===== config.mk =====
export PLATFORM = sky130hd
export DESIGN_NAME = rcr_top
export DESIGN_NICKNAME = d
export VERILOG_FILES = /design/src/rtl/rcr_pkg.sv /design/src/rtl/rcr_pin_filter.sv /design/src/rtl/rcr_top.sv
export VERILOG_INCLUDE_DIRS = /design/src /design/src/rtl
export SDC_FILE = /design/constraint.sdc
export NUM_CORES = 1
export LEC_CHECK = 0
export BUFFER_PORTS_ARGS = -buffer_cell sky130_fd_sc_hd__buf_4
export CORE_MARGIN = 2
export CORE_UTILIZATION = 25
export CTS_BUF_LIST = sky130_fd_sc_hd__clkbuf_2 sky130_fd_sc_hd__clkbuf_4 sky130_fd_sc_hd__clkbuf_8
export CTS_CLUSTER_SIZE = 40
export DETAILED_ROUTE_END_ITERATION = 7
export PLACE_DENSITY = 0.51
export SYNTH_ARGS = -nofsm -noshare
export SYNTH_HDL_FRONTEND = slang
export SYNTH_SLANG_ARGS = --single-unit
export TNS_END_PERCENT = 30

===== constraint.sdc =====
create_clock -name sys_clk -period 4.35 [get_ports sys_clk]
set_input_delay 0.435 -clock sys_clk [delete_from_list [all_inputs] [get_ports sys_clk]]
set_output_delay 0.435 -clock sys_clk [all_outputs]
set_load 0.01 [all_outputs]

===== src/rtl/rcr_regs.svh =====
// Register offsets, field positions, reset values and timing of the recorder.
`ifndef RCR_REGS_SVH
`define RCR_REGS_SVH

// ****************************************************************
// Register byte offsets
// ****************************************************************
`define RCR_ADDR_W 12
`define RCR_OFS_CAUSE 12'hff0
`define RCR_OFS_IRQ_STATUS 12'hff4
`define RCR_OFS_IRQ_MASK 12'hff8

// ****************************************************************
// Cause register fields
// ****************************************************************
`define RCR_BIT_POWER_UP 7
`define RCR_BIT_SLEEP_RECOVERY 6
`define RCR_BIT_WATCHDOG 5
`define RCR_BIT_PIN_RESET 4
`define RCR_FLAGS_LSB 4
`define RCR_CAUSE_W 8
`define RCR_FLAGS_RESET 4'h8
`define RCR_FLAGS_POWER 4'h8
`define RCR_FLAGS_GPIO_WAKE 4'h4
`define RCR_FLAGS_WDT_WAKE 4'h6

// ****************************************************************
// Interrupt status bits, one per reset source
// ****************************************************************
`define RCR_IRQ_W 7
`define RCR_IRQ_POWER_ON 0
`define RCR_IRQ_BROWNOUT 1
`define RCR_IRQ_WATCHDOG 2
`define RCR_IRQ_GPIO_WAKE 3
`define RCR_IRQ_DEBUG_WAKE 4
`define RCR_IRQ_DEBUGGER 5
`define RCR_IRQ_PIN 6
`define RCR_IRQ_RESET 7'h00

// ****************************************************************
// Timing
// ****************************************************************
`define RCR_CLK_MHZ 25
`define RCR_RESET_HOLD_NS 1000
`define RCR_RESET_HOLD_CYCLES ((`RCR_RESET_HOLD_NS * `RCR_CLK_MHZ + 999) / 1000)
`define RCR_PIN_FILTER_NS 120
`define RCR_PIN_FILTER_CYCLES ((`RCR_PIN_FILTER_NS * `RCR_CLK_MHZ + 999) / 1000)

`endif


===== src/rtl/rcr_pkg.sv =====
// Types shared by the reset cause recorder.
package rcr_pkg;

  // Reset and wake sources, each a one-cycle pulse.
  typedef struct packed {
    logic power_on;
    logic brownout;
    logic wdt_timeout;
    logic gpio_wake;
    logic debug_wake;
    logic debugger_reset;
  } rcr_events_t;

  typedef enum logic [1:0] {
    RCR_IDLE,
    RCR_HOLD_INT,
    RCR_HOLD_EXT
  } rcr_state_t;

endpackage


===== src/rtl/rcr_pin_filter.sv =====
// Filter that turns a stable low level on the reset pin into one pulse.
`timescale 1ns/1ps
`default_nettype none
`include "rcr_regs.svh"
module rcr_pin_filter #(
  parameter int FILTER_CYCLES = `RCR_PIN_FILTER_CYCLES
) (
  // Clock and reset
  input wire logic sys_clk,
  input wire logic rst,
  // Pin sense
  input wire logic pin_n,
  input wire logic ignore,
  // Result
  output logic assert_pulse
);
  localparam int CW = $clog2(FILTER_CYCLES + 1);

  generate
    if (FILTER_CYCLES < 1) begin : g_bad
      $error("rcr_pin_filter: FILTER_CYCLES must be at least 1");
    end
  endgenerate

  logic [CW-1:0] cnt_q;
  logic [CW-1:0] cnt_d;
  logic fired_q;
  logic fired_d;
  logic pulse_q;
  wire low_seen = !pin_n && !ignore;
  wire reach = (cnt_q == CW'(FILTER_CYCLES - 1)) && low_seen && !fired_q;

  // A low is counted only while the device itself is not driving the pin,
  // so our own indication can never be mistaken for an outside reset.
  assign cnt_d = !low_seen ? '0 : (reach || fired_q) ? cnt_q : cnt_q + 1'b1;
  assign fired_d = low_seen ? (fired_q || reach) : 1'b0;
  assign assert_pulse = pulse_q;

  always_ff @(posedge sys_clk or posedge rst) begin
    if (rst) begin
      cnt_q <= '0;
      fired_q <= 1'b0;
      pulse_q <= 1'b0;
    end else begin
      cnt_q <= cnt_d;
      fired_q <= fired_d;
      pulse_q <= reach;
    end
  end
endmodule
`default_nettype wire


===== src/rtl/rcr_top.sv =====
// Reset cause recorder with APB registers, reset pin and interrupt.
//
// Our own choice: the APB slave port.
`timescale 1ns/1ps
`default_nettype none
`include "rcr_regs.svh"

// Overview of operation
// - Any of seven sources starts device reset.
// - Reset pin both senses and signals reset.
// - Power flag set on power-on, cleared by pin wake and any watchdog timeout.
// - Reading cause register clears bits 7 to 4.
// - Sleep recovery flag set on pin and watchdog wakes.
// - Sleep flag cleared by power-on or awake watchdog.
// - Watchdog flag set on every watchdog timeout.
// - Watchdog flag cleared by power-on, pin wake.
// - Pin flag set by external pin reset.
// - Pin flag cleared by power-on, pin wake, watchdog wake.
// - Debugger reset leaves power-on flag pattern.
// - Debug pin wake leaves power-on flag pattern.
// - Pin wake gives sleep flag only.
// - Watchdog wake sets sleep and watchdog flags.
module rcr_top #(
  parameter int RESET_HOLD_CYCLES = `RCR_RESET_HOLD_CYCLES,
  parameter int PIN_FILTER_CYCLES = `RCR_PIN_FILTER_CYCLES
) (
  // Clock and reset
  input wire logic sys_clk,
  input wire logic rst,
  // APB slave
  input wire logic psel,
  input wire logic penable,
  input wire logic pwrite,
  input wire logic [`RCR_ADDR_W-1:0] paddr,
  input wire logic [31:0] pwdata,
  output logic [31:0] prdata,
  output logic pready,
  output logic pslverr,
  // Reset and wake sources
  input wire rcr_pkg::rcr_events_t events,
  input wire logic in_sleep,
  // Bidirectional reset pin, active low
  input wire logic reset_pin_n_in,
  output logic reset_pin_n_out,
  output logic reset_pin_n_oe,
  // Results
  output logic sys_reset_out,
  output logic irq
);
  localparam int HW = $clog2(RESET_HOLD_CYCLES + 1);

  generate
    if (RESET_HOLD_CYCLES < 1) begin : g_bad_hold
      $error("rcr_top: RESET_HOLD_CYCLES must be at least 1");
    end
    if (PIN_FILTER_CYCLES < 1) begin : g_bad_filter
      $error("rcr_top: PIN_FILTER_CYCLES must be at least 1");
    end
  endgenerate

  // ****************************************************************
  // Source decode
  // ****************************************************************

  // Wake requests count only while the device sleeps, and in_sleep is
  // taken in the same cycle as the pulse. An awake gpio or debug pulse is
  // refused here so that it can neither start a reset nor touch a flag.
  wire gpio_wake_ok = events.gpio_wake && in_sleep;
  wire debug_wake_ok = events.debug_wake && in_sleep;
  wire wdt_wake = events.wdt_timeout && in_sleep;
  wire power_like = events.power_on || events.brownout ||
    events.debugger_reset;

  // ****************************************************************
  // Flag update
  // ****************************************************************

  // Later steps override earlier ones, so the power-like causes win when
  // several sources land in the same cycle.
  function automatic logic [3:0] rcr_next_flags(
    input logic [3:0] f,
    input rcr_pkg::rcr_events_t e,
    input logic pin,
    input logic sleeping
  );
    logic [3:0] n;
    n = f;
    if (e.wdt_timeout && !sleeping) begin
      n[`RCR_BIT_POWER_UP - `RCR_FLAGS_LSB] = 1'b0;
      n[`RCR_BIT_SLEEP_RECOVERY - `RCR_FLAGS_LSB] = 1'b0;
      n[`RCR_BIT_WATCHDOG - `RCR_FLAGS_LSB] = 1'b1;
    end
    if (pin) begin
      n[`RCR_BIT_PIN_RESET - `RCR_FLAGS_LSB] = 1'b1;
    end
    if (e.gpio_wake && sleeping) begin
      n = `RCR_FLAGS_GPIO_WAKE;
    end
    if (e.wdt_timeout && sleeping) begin
      n = `RCR_FLAGS_WDT_WAKE;
    end
    if (e.debug_wake && sleeping) begin
      n = `RCR_FLAGS_POWER;
    end
    if (e.power_on || e.brownout || e.debugger_reset) begin
      n = `RCR_FLAGS_POWER;
    end
    return n;
  endfunction

  // ****************************************************************
  // Reset pin sensing
  // ****************************************************************
  logic pin_event;
  logic pin_drive_q;
  logic pin_drive_d;

  // The filter pulses once per low period, so a pin held low for a long
  // time starts one reset and not a train of them.
  rcr_pin_filter #(
    .FILTER_CYCLES(PIN_FILTER_CYCLES)
  ) u_pin_filter (
    .sys_clk(sys_clk),
    .rst(rst),
    .pin_n(reset_pin_n_in),
    .ignore(pin_drive_q),
    .assert_pulse(pin_event)
  );

  // ****************************************************************
  // Reset sequencer
  // ****************************************************************
  rcr_pkg::rcr_state_t state_q;
  rcr_pkg::rcr_state_t state_d;
  logic [HW-1:0] hold_q;
  logic [HW-1:0] hold_d;

  wire wake_any = gpio_wake_ok || debug_wake_ok || wdt_wake;
  wire int_source = power_like || events.wdt_timeout || wake_any;
  wire any_source = int_source || pin_event;
  wire hold_done = (hold_q == HW'(1));

  // Every new source reloads the hold count, so a burst of causes keeps
  // the device in reset until the last of them has run its full time.
  always_comb begin
    state_d = state_q;
    hold_d = hold_q;
    if (int_source) begin
      state_d = rcr_pkg::RCR_HOLD_INT;
      hold_d = HW'(RESET_HOLD_CYCLES);
    end else if (pin_event) begin
      if (state_q == rcr_pkg::RCR_IDLE) begin
        state_d = rcr_pkg::RCR_HOLD_EXT;
      end
      hold_d = HW'(RESET_HOLD_CYCLES);
    end else begin
      unique case (state_q)
        rcr_pkg::RCR_IDLE: begin
          hold_d = '0;
        end
        rcr_pkg::RCR_HOLD_INT, rcr_pkg::RCR_HOLD_EXT: begin
          hold_d = hold_q - 1'b1;
          if (hold_done) begin
            state_d = rcr_pkg::RCR_IDLE;
          end
        end
        default: begin
          state_d = rcr_pkg::RCR_IDLE;
          hold_d = '0;
        end
      endcase
    end
  end

  // The pin is driven only for causes raised inside the device; an outside
  // reset already holds it low, and driving it then would latch forever.
  assign pin_drive_d = (state_d == rcr_pkg::RCR_HOLD_INT);
  assign reset_pin_n_out = 1'b0;
  assign reset_pin_n_oe = pin_drive_q;
  assign sys_reset_out = (state_q != rcr_pkg::RCR_IDLE);

  // Reset itself counts as an internal cause, so the pin is pulled low
  // and the hold is timed from release just as after a power-on event.
  always_ff @(posedge sys_clk or posedge rst) begin
    if (rst) begin
      state_q <= rcr_pkg::RCR_HOLD_INT;
      hold_q <= HW'(RESET_HOLD_CYCLES);
      pin_drive_q <= 1'b1;
    end else begin
      state_q <= state_d;
      hold_q <= hold_d;
      pin_drive_q <= pin_drive_d;
    end
  end

  // ****************************************************************
  // APB decode
  // ****************************************************************
  logic ack_q;
  logic [31:0] prdata_q;
  logic pslverr_q;
  logic [3:0] flags_q;
  logic [3:0] flags_d;
  logic [`RCR_IRQ_W-1:0] irq_status_q;
  logic [`RCR_IRQ_W-1:0] irq_status_d;
  logic [`RCR_IRQ_W-1:0] irq_mask_q;
  logic [`RCR_IRQ_W-1:0] irq_mask_d;

  wire access = psel && penable;
  wire xfer = access && ack_q;
  // The answer is loaded in the first access cycle and handed over in the
  // second, which keeps read data on a flop at the price of a wait state.
  wire setup_done = access && !ack_q;
  wire hit_cause = (paddr == `RCR_OFS_CAUSE);
  wire hit_status = (paddr == `RCR_OFS_IRQ_STATUS);
  wire hit_mask = (paddr == `RCR_OFS_IRQ_MASK);
  wire hit_any = hit_cause || hit_status || hit_mask;
  wire cause_read = xfer && !pwrite && hit_cause;
  wire status_write = xfer && pwrite && hit_status;
  wire mask_write = xfer && pwrite && hit_mask;

  // The cause register is read-only; writes to it, reserved bits included,
  // are accepted without effect.
  wire [31:0] cause_word = {24'h000000, flags_q, 4'h0};
  wire [31:0] rdata =
    hit_cause ? cause_word :
    hit_status ? {25'h0000000, irq_status_q} :
    hit_mask ? {25'h0000000, irq_mask_q} : 32'h00000000;

  // One wait state lets read data come from a flop.
  assign pready = ack_q;
  assign prdata = prdata_q;
  assign pslverr = pslverr_q;

  always_ff @(posedge sys_clk or posedge rst) begin
    if (rst) begin
      ack_q <= 1'b0;
      prdata_q <= 32'h00000000;
      pslverr_q <= 1'b0;
    end else begin
      ack_q <= setup_done;
      if (setup_done) begin
        prdata_q <= pwrite ? 32'h00000000 : rdata;
        pslverr_q <= !hit_any;
      end
    end
  end

  // ****************************************************************
  // Cause flags
  // ****************************************************************

  // The read value was captured a cycle earlier, so clearing at the
  // completing edge returns the flags before they drop. A source arriving
  // in that same cycle is applied after the clear and so survives.
  assign flags_d = rcr_next_flags(cause_read ? 4'h0 : flags_q,
    events, pin_event, in_sleep);

  // A pin reset only adds its own flag and keeps the causes already held,
  // so software may find the pin flag beside a watchdog flag.
  // Power-on is what the async reset models, so the flags wake up with the
  // power-on pattern and are otherwise untouched by the resets they record.
  always_ff @(posedge sys_clk or posedge rst) begin
    if (rst) begin
      flags_q <= `RCR_FLAGS_RESET;
    end else begin
      flags_q <= flags_d;
    end
  end

  // ****************************************************************
  // Interrupt status and mask
  // ****************************************************************
  wire [`RCR_IRQ_W-1:0] irq_events = {
    pin_event,
    events.debugger_reset,
    events.debug_wake && in_sleep,
    events.gpio_wake && in_sleep,
    events.wdt_timeout,
    events.brownout,
    events.power_on
  };
  // A source in the cycle of a one-to-clear write still sets its bit, so
  // an event is never lost to a clear that raced it.
  wire [`RCR_IRQ_W-1:0] w1c =
    status_write ? pwdata[`RCR_IRQ_W-1:0] : `RCR_IRQ_RESET;

  // Software should read the cause register before clearing the watchdog
  // bit here, or the cause may already have been overwritten.
  assign irq_status_d = (irq_status_q & ~w1c) | irq_events;
  assign irq_mask_d = mask_write ? pwdata[`RCR_IRQ_W-1:0] : irq_mask_q;
  assign irq = |(irq_status_q & irq_mask_q);

  always_ff @(posedge sys_clk or posedge rst) begin
    if (rst) begin
      irq_status_q <= `RCR_IRQ_RESET;
      irq_mask_q <= `RCR_IRQ_RESET;
    end else begin
      irq_status_q <= irq_status_d;
      irq_mask_q <= irq_mask_d;
    end
  end

endmodule
`default_nettype wire


==> results of run 1 <==
[path summary, 6_finish.rpt]
check | start | to | slack (ns) | depth (start not counted)
min | rst | irq_status_q[3] | 0.26 | 3
min in group sys_clk | reset_pin_n_in | u_pin_filter.cnt_q[0] | 0.32 | 2
max reg2reg | state_q[0] | state_q[1] | 2.51 | 6
max | state_q[0] | state_q[1] | 2.51 | 6
max in group asynchronous | rst | hold_q[4] | 3.71 | 3
min reg2reg | u_pin_filter.fired_q | u_pin_filter.assert_pulse | 0.43 | 1
[where the power goes]
part,internal [mW],switching [mW]
clock network,0.173,0.145
logic,0.0270,0.0400
registers,0.374,0.00134
[cells by family (layout without fill, tap and decap cells)]
| logic type | Yosys count | in the layout |
|---|---|---|
| and+or+nand+nor | 68 | 68 |
| AOI/OAI and AO/OA | 43 | 43 |
| buffers and inverters | 41 | 68 |
| DFF | 40 | 40 |
| muxes | 9 | 9 |
| adders and majority gates | 6 | 6 |
| xor gates and xnor gates | 4 | 4 |
| other | 1 | 25 |
[through the flow]
stage                     total power [mW]  cells  setup WS [ns]
after floorplan                      0.430    236           2.66
after global placement               0.450    363           2.43
after detailed placement             0.451    363           2.44
after CTS                            0.776    371           2.50
after global routing                 0.792    371           2.36
final                                0.760    371           2.51
[flip-flops by register name, summed over array words and instances (netlist names), 2 cells and up]
| name | count |
|---|---|
| irq_mask_q | 7 |
| flags_q | 4 |
| hold_q | 5 |
| state_q | 2 |
| u_pin_filter.cnt_q | 2 |
| irq_status_q | 7 |
| prdata | 8 |
[final cells by class]
cell class / count / area [sq um]
fill: 925 / 5920
multi-input combinational: 155 / 1020
sequential: 40 / 1010
timing repair buffer: 45 / 338
tap: 108 / 135
clock buffer: 5 / 68.8
inverter: 15 / 56.3
clock inverter: 3 / 46.3
[worst reg2reg max path, delay by kind of cell (launching register included)]
| kind | cells | cell delay, ns |
|---|---|---|
| buf+inv | 2 | 0.13 |
| compound gates | 3 | 0.80 |
| flops | 1 | 0.56 |
| fa+ha+maj | 1 | 0.29 |
[metal layers]
metal	track usage (%)	up-vias	wire, microns
li1	-	791	-
met1	13.0	785	2110
met2	17.8	58	2290
met3	3.17	6	319
met4	2.88	0	42
met5	0	-	0
[layout by cell type, fill, tap and decap left out, drive strengths merged]
cell type and n:
bufinv 1, dfrtp 34, nor4b 2, a222oi 1, a22o 1, a21oi 6
or2 2, nor3b 1, or4b 1, a2111oi 2, a22oi 6, nand3b 3
o21bai 1, nand2 27, nand3 4, clkbuf 5, a31o 1, o21ai 13
xnor2 4, nor3 6, nor2 9, a211o 1, nor4 2, nand4b 1
clkinvlp 1, a21o 4, nor2b 6, o21a 2, nand4bb 2, nand4 2
inv 16, o221ai 3, conb 25, ha 6, mux2i 1, a2111o 1
buf 45, a31oi 1, mux2 8, dfstp 6
==> metrics.log, run 1 <==
[metrics] status: finished clean
[metrics] buffer and inverter count on the worst path: 2
[metrics] synthesized flop and latch total: 40
[metrics] critical path fanouts, max: 4
[metrics] final hold violations: 0
[metrics] synthesis-to-finish area growth: 22.2%
[metrics] cell types with the largest area share after synthesis: sky130_fd_sc_hd__dfrtp_1, sky130_fd_sc_hd__buf_4, sky130_fd_sc_hd__dfstp_2, sky130_fd_sc_hd__nand2_1, sky130_fd_sc_hd__mux2_2
[metrics] placer congestion estimate: 0.705
[metrics] signal arrival time at the worst endpoint: 2.08 ns
[metrics] RSZ-0062 raised after global routing: no
[metrics] proportion of layout cells with a drive suffix above 1: 30.0%
[metrics] routed length per instance: 12.8 microns
[metrics] clock insertion delay at the later pin of the skew report: 0.31 ns
[metrics] total placed instance area: 2560 sq um
[metrics] post-layout utilization of the core: 31.1%
[metrics] Top Ports: 95
[metrics] biggest cell delay along the critical path: 0.56 ns
[metrics] Post-CTS Setup Repair Bufs: 0
[metrics] headroom to the max-slew limit: 39.9%
[metrics] number of max-cap violations: 0
[metrics] area of the die: 9510 sq um
[metrics] Critical Path Source Type: flop
[metrics] final count of negative-setup-slack endpoints: 0
[metrics] share of flip-flops with an asynchronous set or reset after synthesis: 100%
[metrics] Starting DRT DRC Count: 38
[metrics] final-layout setup total negative slack: 0 ns
[metrics] starting utilization of the core area: 25.4%
[metrics] Req. time, crit path: 4.59 ns
[metrics] ratio of routed vias to standard cells: 4.42
[metrics] routed wire length: 4760 microns
[metrics] total clock buffers created by CTS: 5
[metrics] Synth Area in Compound Gates: 13.3%
[metrics] count leader, synth: sky130_fd_sc_hd__dfrtp_1
[metrics] Pre-Repair DR Iteration Count: 4
[metrics] sequential fraction of the synthesis area: 46.1%
[metrics] Leakage: 1.27 nW
[metrics] synthesized cell area: 2190 sq um
[metrics] Top delay family on crit path: compound AO/OA/AOI/OAI gates
[metrics] number of DRC violations after detailed routing: 0
[metrics] pin count of the biggest net entering global routing: 41
[metrics] mean post-synth cell area: 10.3 sq um
[metrics] area of all placed cells without fillers: 2670 sq um
[metrics] sum of net half-perimeters after detailed placement: 3700 microns
[metrics] die height: 97.5 microns
[metrics] Worst setup EP type: flop
[metrics] global-route wire length before repair: 8070 microns
[metrics] count of H-tree levels built during CTS: 2
[metrics] synthesized-area fraction occupied by and/or/nand/nor cells: 19.3%
[metrics] total clock sinks: 40
[metrics] Yosys warnings: 0
[metrics] ys flop type: sky130_fd_sc_hd__dfrtp_1
[metrics] xor and xnor area share after synthesis: 1.60%
[metrics] post_cts resized: 0
[metrics] maximum count of clock buffers along a single path: 2
[metrics] die span in x: 97.5 microns
[metrics] dominant combinational cell family by area after synthesis: simple AND/OR/NAND/NOR gates
[metrics] total routing usage reported by global routing: 10.5%
[metrics] total via count after detailed routing: 1640
[metrics] most area-hungry cell type in the Yosys netlist: sky130_fd_sc_hd__dfrtp_1
[metrics] Layout Nets: 325
[metrics] worst hold path class: primary input to asynchronous set/reset pin
[metrics] Routed Antenna Nets: 0
[metrics] worst-path cell chain: inv_1 > ha_1 > inv_1 > a31o_2 > a2111oi_0 > o21a_1
[metrics] final critical-path required period: 1.84 ns
[metrics] adder and majority cell fraction of the synthesized area: 3.43%
[metrics] peak clock frequency supported by timing: 0.544 GHz
[metrics] Max rail drop VDD: 0.103 mV
[metrics] power per standard cell area: 284 nW/um^2
[metrics] crit-path most repeated cell: sky130_fd_sc_hd__inv_1
[metrics] via count of the first global-routing pass: 1659
[metrics] final global-route overflow total: 0
[metrics] Setup Crit Path Kind: flop to flop
[metrics] Port-buffer cells: 44
[metrics] Root Driver: sky130_fd_sc_hd__clkbuf_8
[metrics] clock tree skew after final layout: 0.00807 ns
[metrics] core box area: 8590 sq um
[metrics] Post-CTS Hold Fix Bufs: 0
[metrics] area share of the largest cell type after synthesis: 38.9%
[metrics] clock-pin slew reported for the worst setup and hold paths after clock tree synthesis: 0.09 ns
[metrics] max-slew violation count: 0
[metrics] number of distinct standard cells referenced by the synthesized netlist: 47
[metrics] number of diodes added for antenna fixing: 0
[metrics] measured slew at the worst slew-check pin: 0.899 ns
[metrics] Critical-path top delay cell: sky130_fd_sc_hd__dfstp_2
[metrics] number of synthesized flops with an enable pin: 0
[metrics] fraction of synthesized area in multiplexers: 4.58%
[metrics] Synth top cells by count: sky130_fd_sc_hd__dfrtp_1, sky130_fd_sc_hd__nand2_1, sky130_fd_sc_hd__buf_4
[metrics] number of placement rows: 34
[metrics] clock tree from TritonCTS: built
[metrics] synthesized netlist cell count: 212
[metrics] part of the cycle the worst path needs: 42.2%
[metrics] antenna violations before repair: 0
[metrics] Hold Slack: 0.256 ns
Power figures use the tool's default switching activity.
==> run 2: changes to the inputs <==
Settings changed: ABC_AREA from default to 1, PLACE_DENSITY 0.51 to 0.5.
Clock period 4.35 ns to 1.7 ns, I/O delays scaled along.
==> run 2 against run 1 <==
Clock skew grew 0.0012 ns; register-to-register slack got worse by 2.2 ns; worst hold slack got worse by 0.25 ns; utilization decreased by 0.69 points; count of clock-buffer cells in the layout grew 1; global-route usage fell by 0.61 points; synthesized cell count is 36% higher; via count up 10%.
==> metrics.log, run 2 <==
[metrics] status: finished clean
[metrics] sum of net half-perimeters after detailed placement: 3670 microns (-0.73%)
[metrics] RSZ-0062 raised after global routing: no
[metrics] Req. time, crit path: 1.53 ns (-3.06 ns)
[metrics] number of placement rows: 35 (+2.9%)
[metrics] post_cts resized: 0 (unchanged)
[metrics] synthesis-to-finish area growth: 19.7%
[metrics] total routing usage reported by global routing: 9.89% (-0.61 points)
[metrics] Root Driver: sky130_fd_sc_hd__clkbuf_8
[metrics] Top delay family on crit path: flip-flops
[metrics] most area-hungry cell type in the Yosys netlist: sky130_fd_sc_hd__dfrtp_1
[metrics] placer congestion estimate: 0.804 (+14%)
[metrics] worst hold path class: primary input to asynchronous set/reset pin
[metrics] crit-path most repeated cell: sky130_fd_sc_hd__nand2_1
[metrics] synthesized flop and latch total: 40 (unchanged)
[metrics] routed length per instance: 10.5 microns (-18%)
[metrics] Worst setup startpoint: irq_mask_q[6]
[metrics] area of the die: 10000 sq um (+5.6%)
[metrics] final-layout setup total negative slack: 0 ns (unchanged)
[metrics] Critical-path top delay cell: sky130_fd_sc_hd__dfrtp_1
[metrics] Final Instance Count excl. Fillers: 450 (+21%)
[metrics] Setup Crit Path Kind: flop to output port
[metrics] Leakage: 1.52 nW (+20%)
[metrics] number of synthesized flops with an enable pin: 0 (unchanged)
[metrics] Synth top cells by count: sky130_fd_sc_hd__nand2_1, sky130_fd_sc_hd__inv_1, sky130_fd_sc_hd__dfrtp_1
[metrics] placed instance count: 443 (+22%)
[metrics] count of H-tree levels built during CTS: 2 (unchanged)
[metrics] number of distinct standard cells referenced by the synthesized netlist: 29 (-38%)
[metrics] post-route setup slack: 0.172 ns (-2.34 ns)
[metrics] buffer and inverter count on the worst path: 1 (-1)
[metrics] adder and majority cell fraction of the synthesized area: 3.24% (-0.19 points)
[metrics] fraction of synthesized area in multiplexers: 0% (-4.6 points)
[metrics] total via count after detailed routing: 1811 (+10%)
[metrics] Critical Path Source Type: flop
[metrics] number of DRC violations after detailed routing: 0 (unchanged)
[metrics] total clock buffers created by CTS: 5 (unchanged)
[metrics] max-slew violation count: 0 (unchanged)
[metrics] worst slack after detailed placement: 0.291 ns (-2.15 ns)
[metrics] measured slew at the worst slew-check pin: 0.508 ns (-0.392 ns)
[metrics] area of combinational cells with multiple inputs: 1060 sq um (+4.1%)
[metrics] ys flop type: sky130_fd_sc_hd__dfrtp_1
[metrics] final global-route overflow total: 0 (unchanged)
[metrics] mean post-synth cell area: 8.01 sq um (-22%)
[metrics] area share of the largest cell type after synthesis: 36.8% (-2.1 points)
[metrics] synthesized netlist cell count: 289 (+36%)
[metrics] ratio of routed vias to standard cells: 4.02 (-9.0%)
[metrics] Yosys warnings: 0 (unchanged)
[metrics] number of diodes added for antenna fixing: 0 (unchanged)
[metrics] die height: 100 microns (+2.8%)
[metrics] die span in x: 100 microns (+2.8%)
[metrics] proportion of layout cells with a drive suffix above 1: 25.4% (-4.7 points)
[metrics] Routed Antenna Nets: 0 (unchanged)
[metrics] dominant combinational cell family by area after synthesis: simple AND/OR/NAND/NOR gates
[metrics] synthesized-area fraction occupied by and/or/nand/nor cells: 30.8% (+11 points)
[metrics] clock-pin slew reported for the worst setup and hold paths after clock tree synthesis: 0.08 ns (about the same)
[metrics] synthesized cell area: 2310 sq um (+5.8%)
[metrics] total clock sinks: 40 (unchanged)
[metrics] peak clock frequency supported by timing: 0.654 GHz
[metrics] Worst setup EP type: output port
[metrics] sequential fraction of the synthesis area: 43.6% (-2.5 points)
[metrics] clock tree skew after final layout: 0.00932 ns (+0.00125 ns)
[metrics] worst-path cell chain: nand2_1 > nand2_1 > a221oi_2 > nand4_1 > buf_4
[metrics] final critical-path required period: 1.53 ns
[metrics] startpoint of the worst register-to-register path: state_q[0]
[metrics] Post-CTS Setup Repair Bufs: 0 (unchanged)
[metrics] count leader, synth: sky130_fd_sc_hd__nand2_1
[metrics] clock tree from TritonCTS: built
[metrics] Pre-Repair DR Iteration Count: 4 (unchanged)
[metrics] starting utilization of the core area: 25.4% (-0.038 points)
[metrics] via count of the first global-routing pass: 1754 (+5.7%)
[metrics] Synth Area in Compound Gates: 7.03% (-6.3 points)
[metrics] core box area: 9110 sq um (+6.0%)
[metrics] pin count of the biggest net entering global routing: 41 (unchanged)
[metrics] post-layout power: 1.76 mW (+130%)
[metrics] number of filler instances in the final layout: 1020 (+10%)
[metrics] final count of negative-setup-slack endpoints: 0 (unchanged)
[metrics] power per standard cell area: 637 nW/um^2 (+120%)
[metrics] Starting DRT DRC Count: 31 (-18%)
[metrics] xor and xnor area share after synthesis: 0.379% (-1.2 points)
[metrics] flip-flop count of the largest register after layout: 8 (unchanged)
[metrics] part of the cycle the worst path needs: 89.9%
[metrics] Port-buffer cells: 44 (unchanged)
[metrics] Post-CTS Hold Fix Bufs: 0 (unchanged)
[metrics] highest-count cells in the layout ignoring fill and taps: sky130_fd_sc_hd__nand2_1, sky130_fd_sc_hd__buf_4, sky130_fd_sc_hd__inv_1
[metrics] Max rail drop VDD: 0.399 mV (+290%)
[metrics] routed wire length: 4750 microns (-0.25%)
[metrics] antenna violations before repair: 0 (unchanged)
[metrics] most common cell after layout, fill and taps aside: sky130_fd_sc_hd__nand2_1
[metrics] storage element area: 1010 sq um (unchanged)
[metrics] biggest cell delay along the critical path: 0.42 ns (-0.14 ns)
[metrics] share of flip-flops with an asynchronous set or reset after synthesis: 100% (unchanged)
[metrics] final hold violations: 0 (unchanged)
[metrics] clock insertion delay at the later pin of the skew report: 0.29 ns (-0.02 ns)
[metrics] signal arrival time at the worst endpoint: 1.36 ns (-0.72 ns)
[metrics] Layout Nets: 402 (+24%)
[metrics] cell types with the largest area share after synthesis: sky130_fd_sc_hd__dfrtp_1, sky130_fd_sc_hd__nand2_1, sky130_fd_sc_hd__buf_4, sky130_fd_sc_hd__dfstp_2, sky130_fd_sc_hd__inv_1
[metrics] critical path fanouts, max: 3 (-1)
[metrics] global-route wire length before repair: 7940 microns (-1.6%)
[metrics] maximum count of clock buffers along a single path: 2 (unchanged)
[metrics] Top Ports: 95 (unchanged)
[metrics] number of max-cap violations: 0 (unchanged)
[metrics] headroom to the max-slew limit: 66.1% (+26 points)
## run 2: changes by cell type after synthesis, moves of 5 or more
cell / change
sky130_fd_sc_hd__a22oi_1: -6
sky130_fd_sc_hd__inv_1: +22
sky130_fd_sc_hd__mux2_2: -8
sky130_fd_sc_hd__nand2_1: +73
sky130_fd_sc_hd__nand3_1: +11
sky130_fd_sc_hd__nor2b_1: -6
sky130_fd_sc_hd__o21ai_0: -5
sky130_fd_sc_hd__o21ai_2: +7
## run 2: kinds of logic (layout without fill, tap and decap cells)
| group | count (synthesis) | after routing |
|---|---|---|
| compound gates | 26 | 26 |
| xor+xnor | 1 | 1 |
| fa+ha+maj | 6 | 6 |
| buf+inv | 64 | 90 |
| flops | 40 | 40 |
| other cells | 1 | 25 |
| simple gates | 151 | 151 |
## run 2: worst paths after layout
| check | slack (ns) | depth (start not counted) | to |
|---|---|---|---|
| worst max register to register | 0.27 | 8 | reset_pin_n_oe |
| worst max-delay path | 0.17 | 5 | irq |
| max in group asynchronous | 1.32 | 3 | flags_q[3] |
| worst min-delay path | 0.004 | 3 | hold_q[1] |
| worst min register to register | 0.43 | 1 | u_pin_filter.assert_pulse |
| min in group sys_clk | 0.09 | 3 | irq_status_q[5] |
## run 2: cell type report
class                           count  area share (%)
Timing Repair Buffer               45            12.2
Inverter                           38            5.15
Clock buffer                        6            2.76
Sequential cell                    40            36.4
Tap cell                          111            5.02
Clock inverter                      1           0.181
Multi-Input combinational cell    209            38.3
## run 2: routing by layer
layer  track usage (%)  up-vias  share of wire, %
met5                 0        -                 0
met4              3.79        0               1.9
met3              2.37        9               6.4
met2              16.7       60                46
met1              12.2      801                46
li1                  -      941                 -
## run 2: power breakdown
group,total (mW),internal (mW),leakage (nW),switching [mW]
Combinational,0.181,0.0712,0.977,0.109
Clock,0.620,0.295,0.0445,0.325
Sequential,0.964,0.960,0.498,0.00441
## run 2: stage by stage
stage	util, %	area, sq um	hold slack [ns]
after floorplan	-	2400	0.268
after global placement	29.4	2680	0.349
after detailed placement	29.4	2680	0.348
after CTS	30.3	2760	0.0245
after global routing	30.4	2770	0.0713
final	30.4	2770	0.00404
## run 2: worst min-delay path, cell delays in order
cell and delay [ns]:
sky130_fd_sc_hd__buf_4 0.11, sky130_fd_sc_hd__inv_1 0.04, sky130_fd_sc_hd__buf_4 0.43
==> run 3: changes to the inputs <==
Settings changed: CORE_UTILIZATION 25 to 50, PLACE_DENSITY 0.5 to 0.86.
==> run 3 against run 2 <==
Cell area shrank 2.6%; clock power grew 2%; cell count shrank 13%; register-to-register slack is essentially flat; flip-flop and latch count is the same; critical path type unchanged; critical endpoint unchanged; largest power group unchanged; worst hold slack lost 0.014 ns; the run now ends with negative hold slack left; total power grew 0.68%.
==> metrics.log, run 3 (synthesized netlist as in run 2, its figures left out) <==
[metrics] final count of negative-setup-slack endpoints: 0 (unchanged)
[metrics] critical path fanouts, max: 3 (unchanged)
[metrics] die span in x: 72.0 microns (-28%)
[metrics] buffer and inverter count on the worst path: 1 (unchanged)
[metrics] sum of net half-perimeters after detailed placement: 3310 microns (-9.9%)
[metrics] Req. time, crit path: 1.53 ns (about the same)
[metrics] number of diodes added for antenna fixing: 0 (unchanged)
[metrics] flip-flop count of the largest register after layout: 8 (unchanged)
[metrics] number of max-cap violations: 0 (unchanged)
[metrics] Max rail drop VDD: 0.466 mV (+17%)
[metrics] proportion of power drawn by the clock network: 35.7% (+0.6 points)
[metrics] RSZ-0062 raised after global routing: no
[metrics] Pre-Repair DR Iteration Count: 4 (unchanged)
[metrics] met1 usage in global routing: 22.0% (+9.8 points)
[metrics] Post-CTS Hold Fix Bufs: 0 (unchanged)
[metrics] clock tree from TritonCTS: built
[metrics] clock-pin slew reported for the worst setup and hold paths after clock tree synthesis: 0.08 ns (about the same)
[metrics] final hold violations: 11 (+11)
[metrics] maximum count of clock buffers along a single path: 2 (unchanged)
[metrics] global routing met3 resource utilization: 3.47% (+1.1 points)
[metrics] highest-count cells in the layout ignoring fill and taps: sky130_fd_sc_hd__nand2_1, sky130_fd_sc_hd__buf_4, sky130_fd_sc_hd__inv_1
[metrics] via count of the first global-routing pass: 1789 (+2.0%)
[metrics] Top delay family on crit path: flip-flops
[metrics] Setup Crit Path Kind: flop to output port
[metrics] final-layout setup total negative slack: 0 ns (unchanged)
[metrics] part of the cycle the worst path needs: 89.6% (-0.29 points)
[metrics] synthesis-to-finish area growth: 16.5%
[metrics] post-layout utilization of the core: 61.1% (+31 points)
[metrics] power per standard cell area: 659 nW/um^2 (+3.4%)
[metrics] violations in the final reports: negative hold slack
[metrics] Root Driver: sky130_fd_sc_hd__clkbuf_8
[metrics] worst hold path class: primary input to asynchronous set/reset pin
[metrics] Hold Slack: -0.0101 ns (-0.0141 ns)
[metrics] clock insertion delay at the later pin of the skew report: 0.29 ns (about the same)
[metrics] count of H-tree levels built during CTS: 2 (unchanged)
[metrics] status: complete, but fails checks
[metrics] worst-path cell chain: nand2_1 > nand2_1 > a221oi_1 > nand4_1 > buf_4
[metrics] Critical-path top delay cell: sky130_fd_sc_hd__dfrtp_1
[metrics] total clock sinks: 40 (unchanged)
[metrics] sequential power share: 54.2% (-0.4 points)
[metrics] Post-CTS Setup Repair Bufs: 0 (unchanged)
[metrics] ratio of routed vias to standard cells: 4.67 (+16%)
[metrics] post_cts resized: 0 (unchanged)
[metrics] max-slew violation count: 0 (unchanged)
[metrics] Routed Antenna Nets: 0 (unchanged)
[metrics] Layout Nets: 402 (unchanged)
[metrics] total clock buffers created by CTS: 5 (unchanged)
[metrics] routed length per instance: 10.9 microns (+3.1%)
[metrics] switching part of the total: 24.0% (-0.88 points)
[metrics] signal arrival time at the worst endpoint: 1.35 ns (about the same)
[metrics] proportion of layout cells with a drive suffix above 1: 25.3% (-0.075 points)
[metrics] total via count after detailed routing: 1829 (+0.99%)
[metrics] final critical-path required period: 1.52 ns (-0.00489 ns)
[metrics] Port-buffer cells: 44 (unchanged)
[metrics] total routing usage reported by global routing: 18.0% (+8.1 points)
[metrics] Leakage: 1.52 nW (+0.18%)
[metrics] final global-route overflow total: 0 (unchanged)
[metrics] starting utilization of the core area: 52.4% (+27 points)
[metrics] routed wire length: 4260 microns (-10%)
[metrics] placer congestion estimate: 0.824 (+2.5%)
[metrics] most utilized layer in the global route result: met2
[metrics] Critical Path Source Type: flop
[metrics] Comb pwr share: 10.0% (-0.2 points)
[metrics] global-route wire length before repair: 7380 microns (-7.1%)
[metrics] crit-path most repeated cell: sky130_fd_sc_hd__nand2_1
[metrics] biggest cell delay along the critical path: 0.41 ns (about the same)
[metrics] antenna violations before repair: 0 (unchanged)
[metrics] pin count of the biggest net entering global routing: 41 (unchanged)
[metrics] area of the die: 5190 sq um (-48%)
[metrics] peak clock frequency supported by timing: 0.657 GHz (+0.32%)
[metrics] Top Ports: 95 (unchanged)
[metrics] most common cell after layout, fill and taps aside: sky130_fd_sc_hd__nand2_1
[metrics] number of filler instances in the final layout: 393 (-61%)
[metrics] Worst setup EP type: output port
[metrics] clock tree skew after final layout: 0.00382 ns (-0.00550 ns)
[metrics] GR met2 Demand/Resource: 31.8% (+15 points)
[metrics] number of DRC violations after detailed routing: 0 (unchanged)
[metrics] Starting DRT DRC Count: 60 (+94%)
[metrics] core box area: 4410 sq um (-52%)
[metrics] internal cell power: 1.35 mW (+1.9%)
[metrics] die height: 72.0 microns (-28%)
[metrics] number of placement rows: 24 (-31%)
[metrics] power spent charging and discharging nets: 0.426 mW (-2.9%)
-- run 3: layout make-up --
cell class | instances | area [sq um] | area share (%)
clock buffer | 7 | 83.8 | 3.11
clock inverter | 1 | 5.00 | 0.186
inverter | 38 | 143 | 5.29
multi-input combinational | 209 | 1050 | 39.1
sequential | 40 | 1010 | 37.4
tap | 52 | 65.1 | 2.41
timing repair buffer | 45 | 338 | 12.5
-- run 3: tightest hold or removal path, delay by kind of cell --
| kind | cells | cell delay (ns) |
|---|---|---|
| buf+inv | 3 | 0.55 |
-- run 3: power by group through the flow --
stage | clock network, mW | logic (mW) | registers, mW
after global routing | 0.691 | 0.202 | 0.964
final | 0.635 | 0.178 | 0.964
after floorplan | 0 | 0.134 | 0.984
after global placement | 0 | 0.175 | 0.982
after detailed placement | 0 | 0.180 | 0.982
after CTS | 0.654 | 0.181 | 0.964
-- run 3: worst paths after layout --
check	startpoint	to	slack (ns)	cells after the start
setup / recovery	irq_status_q[6]	irq	0.18	5
hold reg to reg	u_pin_filter.fired_q	u_pin_filter.assert_pulse	0.43	1
min in group sys_clk	events[4]	irq_status_q[1]	0.10	3
setup reg to reg	state_q[0]	reset_pin_n_oe	0.26	8
max in group asynchronous	rst	flags_q[3]	1.33	3
hold / removal	rst	u_pin_filter.cnt_q[1]	-0.01	3
-- run 3: per-stage QoR --
| step | hold WS (ns) | cells | setup slack, ns | power [mW] | instance area, sq um |
|---|---|---|---|---|---|
| global route | 0.0614 | 392 | 0.108 | 1.86 | 2700 |
| CTS | 0.0121 | 392 | 0.172 | 1.80 | 2700 |
| finish | -0.0101 | 392 | 0.177 | 1.78 | 2700 |
| floorplan | 0.268 | 313 | 0.383 | 1.12 | 2400 |
| detailed placement | 0.329 | 384 | 0.299 | 1.16 | 2610 |
| global placement | 0.314 | 384 | 0.323 | 1.16 | 2610 |
-- run 3: layer usage --
metal  share of wire (%)  routed length (microns)  vias up
met2                  51                     2190       55
met5                   0                        0        -
met4                 1.2                       52        0
met3                 4.6                      194        7
li1                    -                        -      941
met1                  43                     1830      826
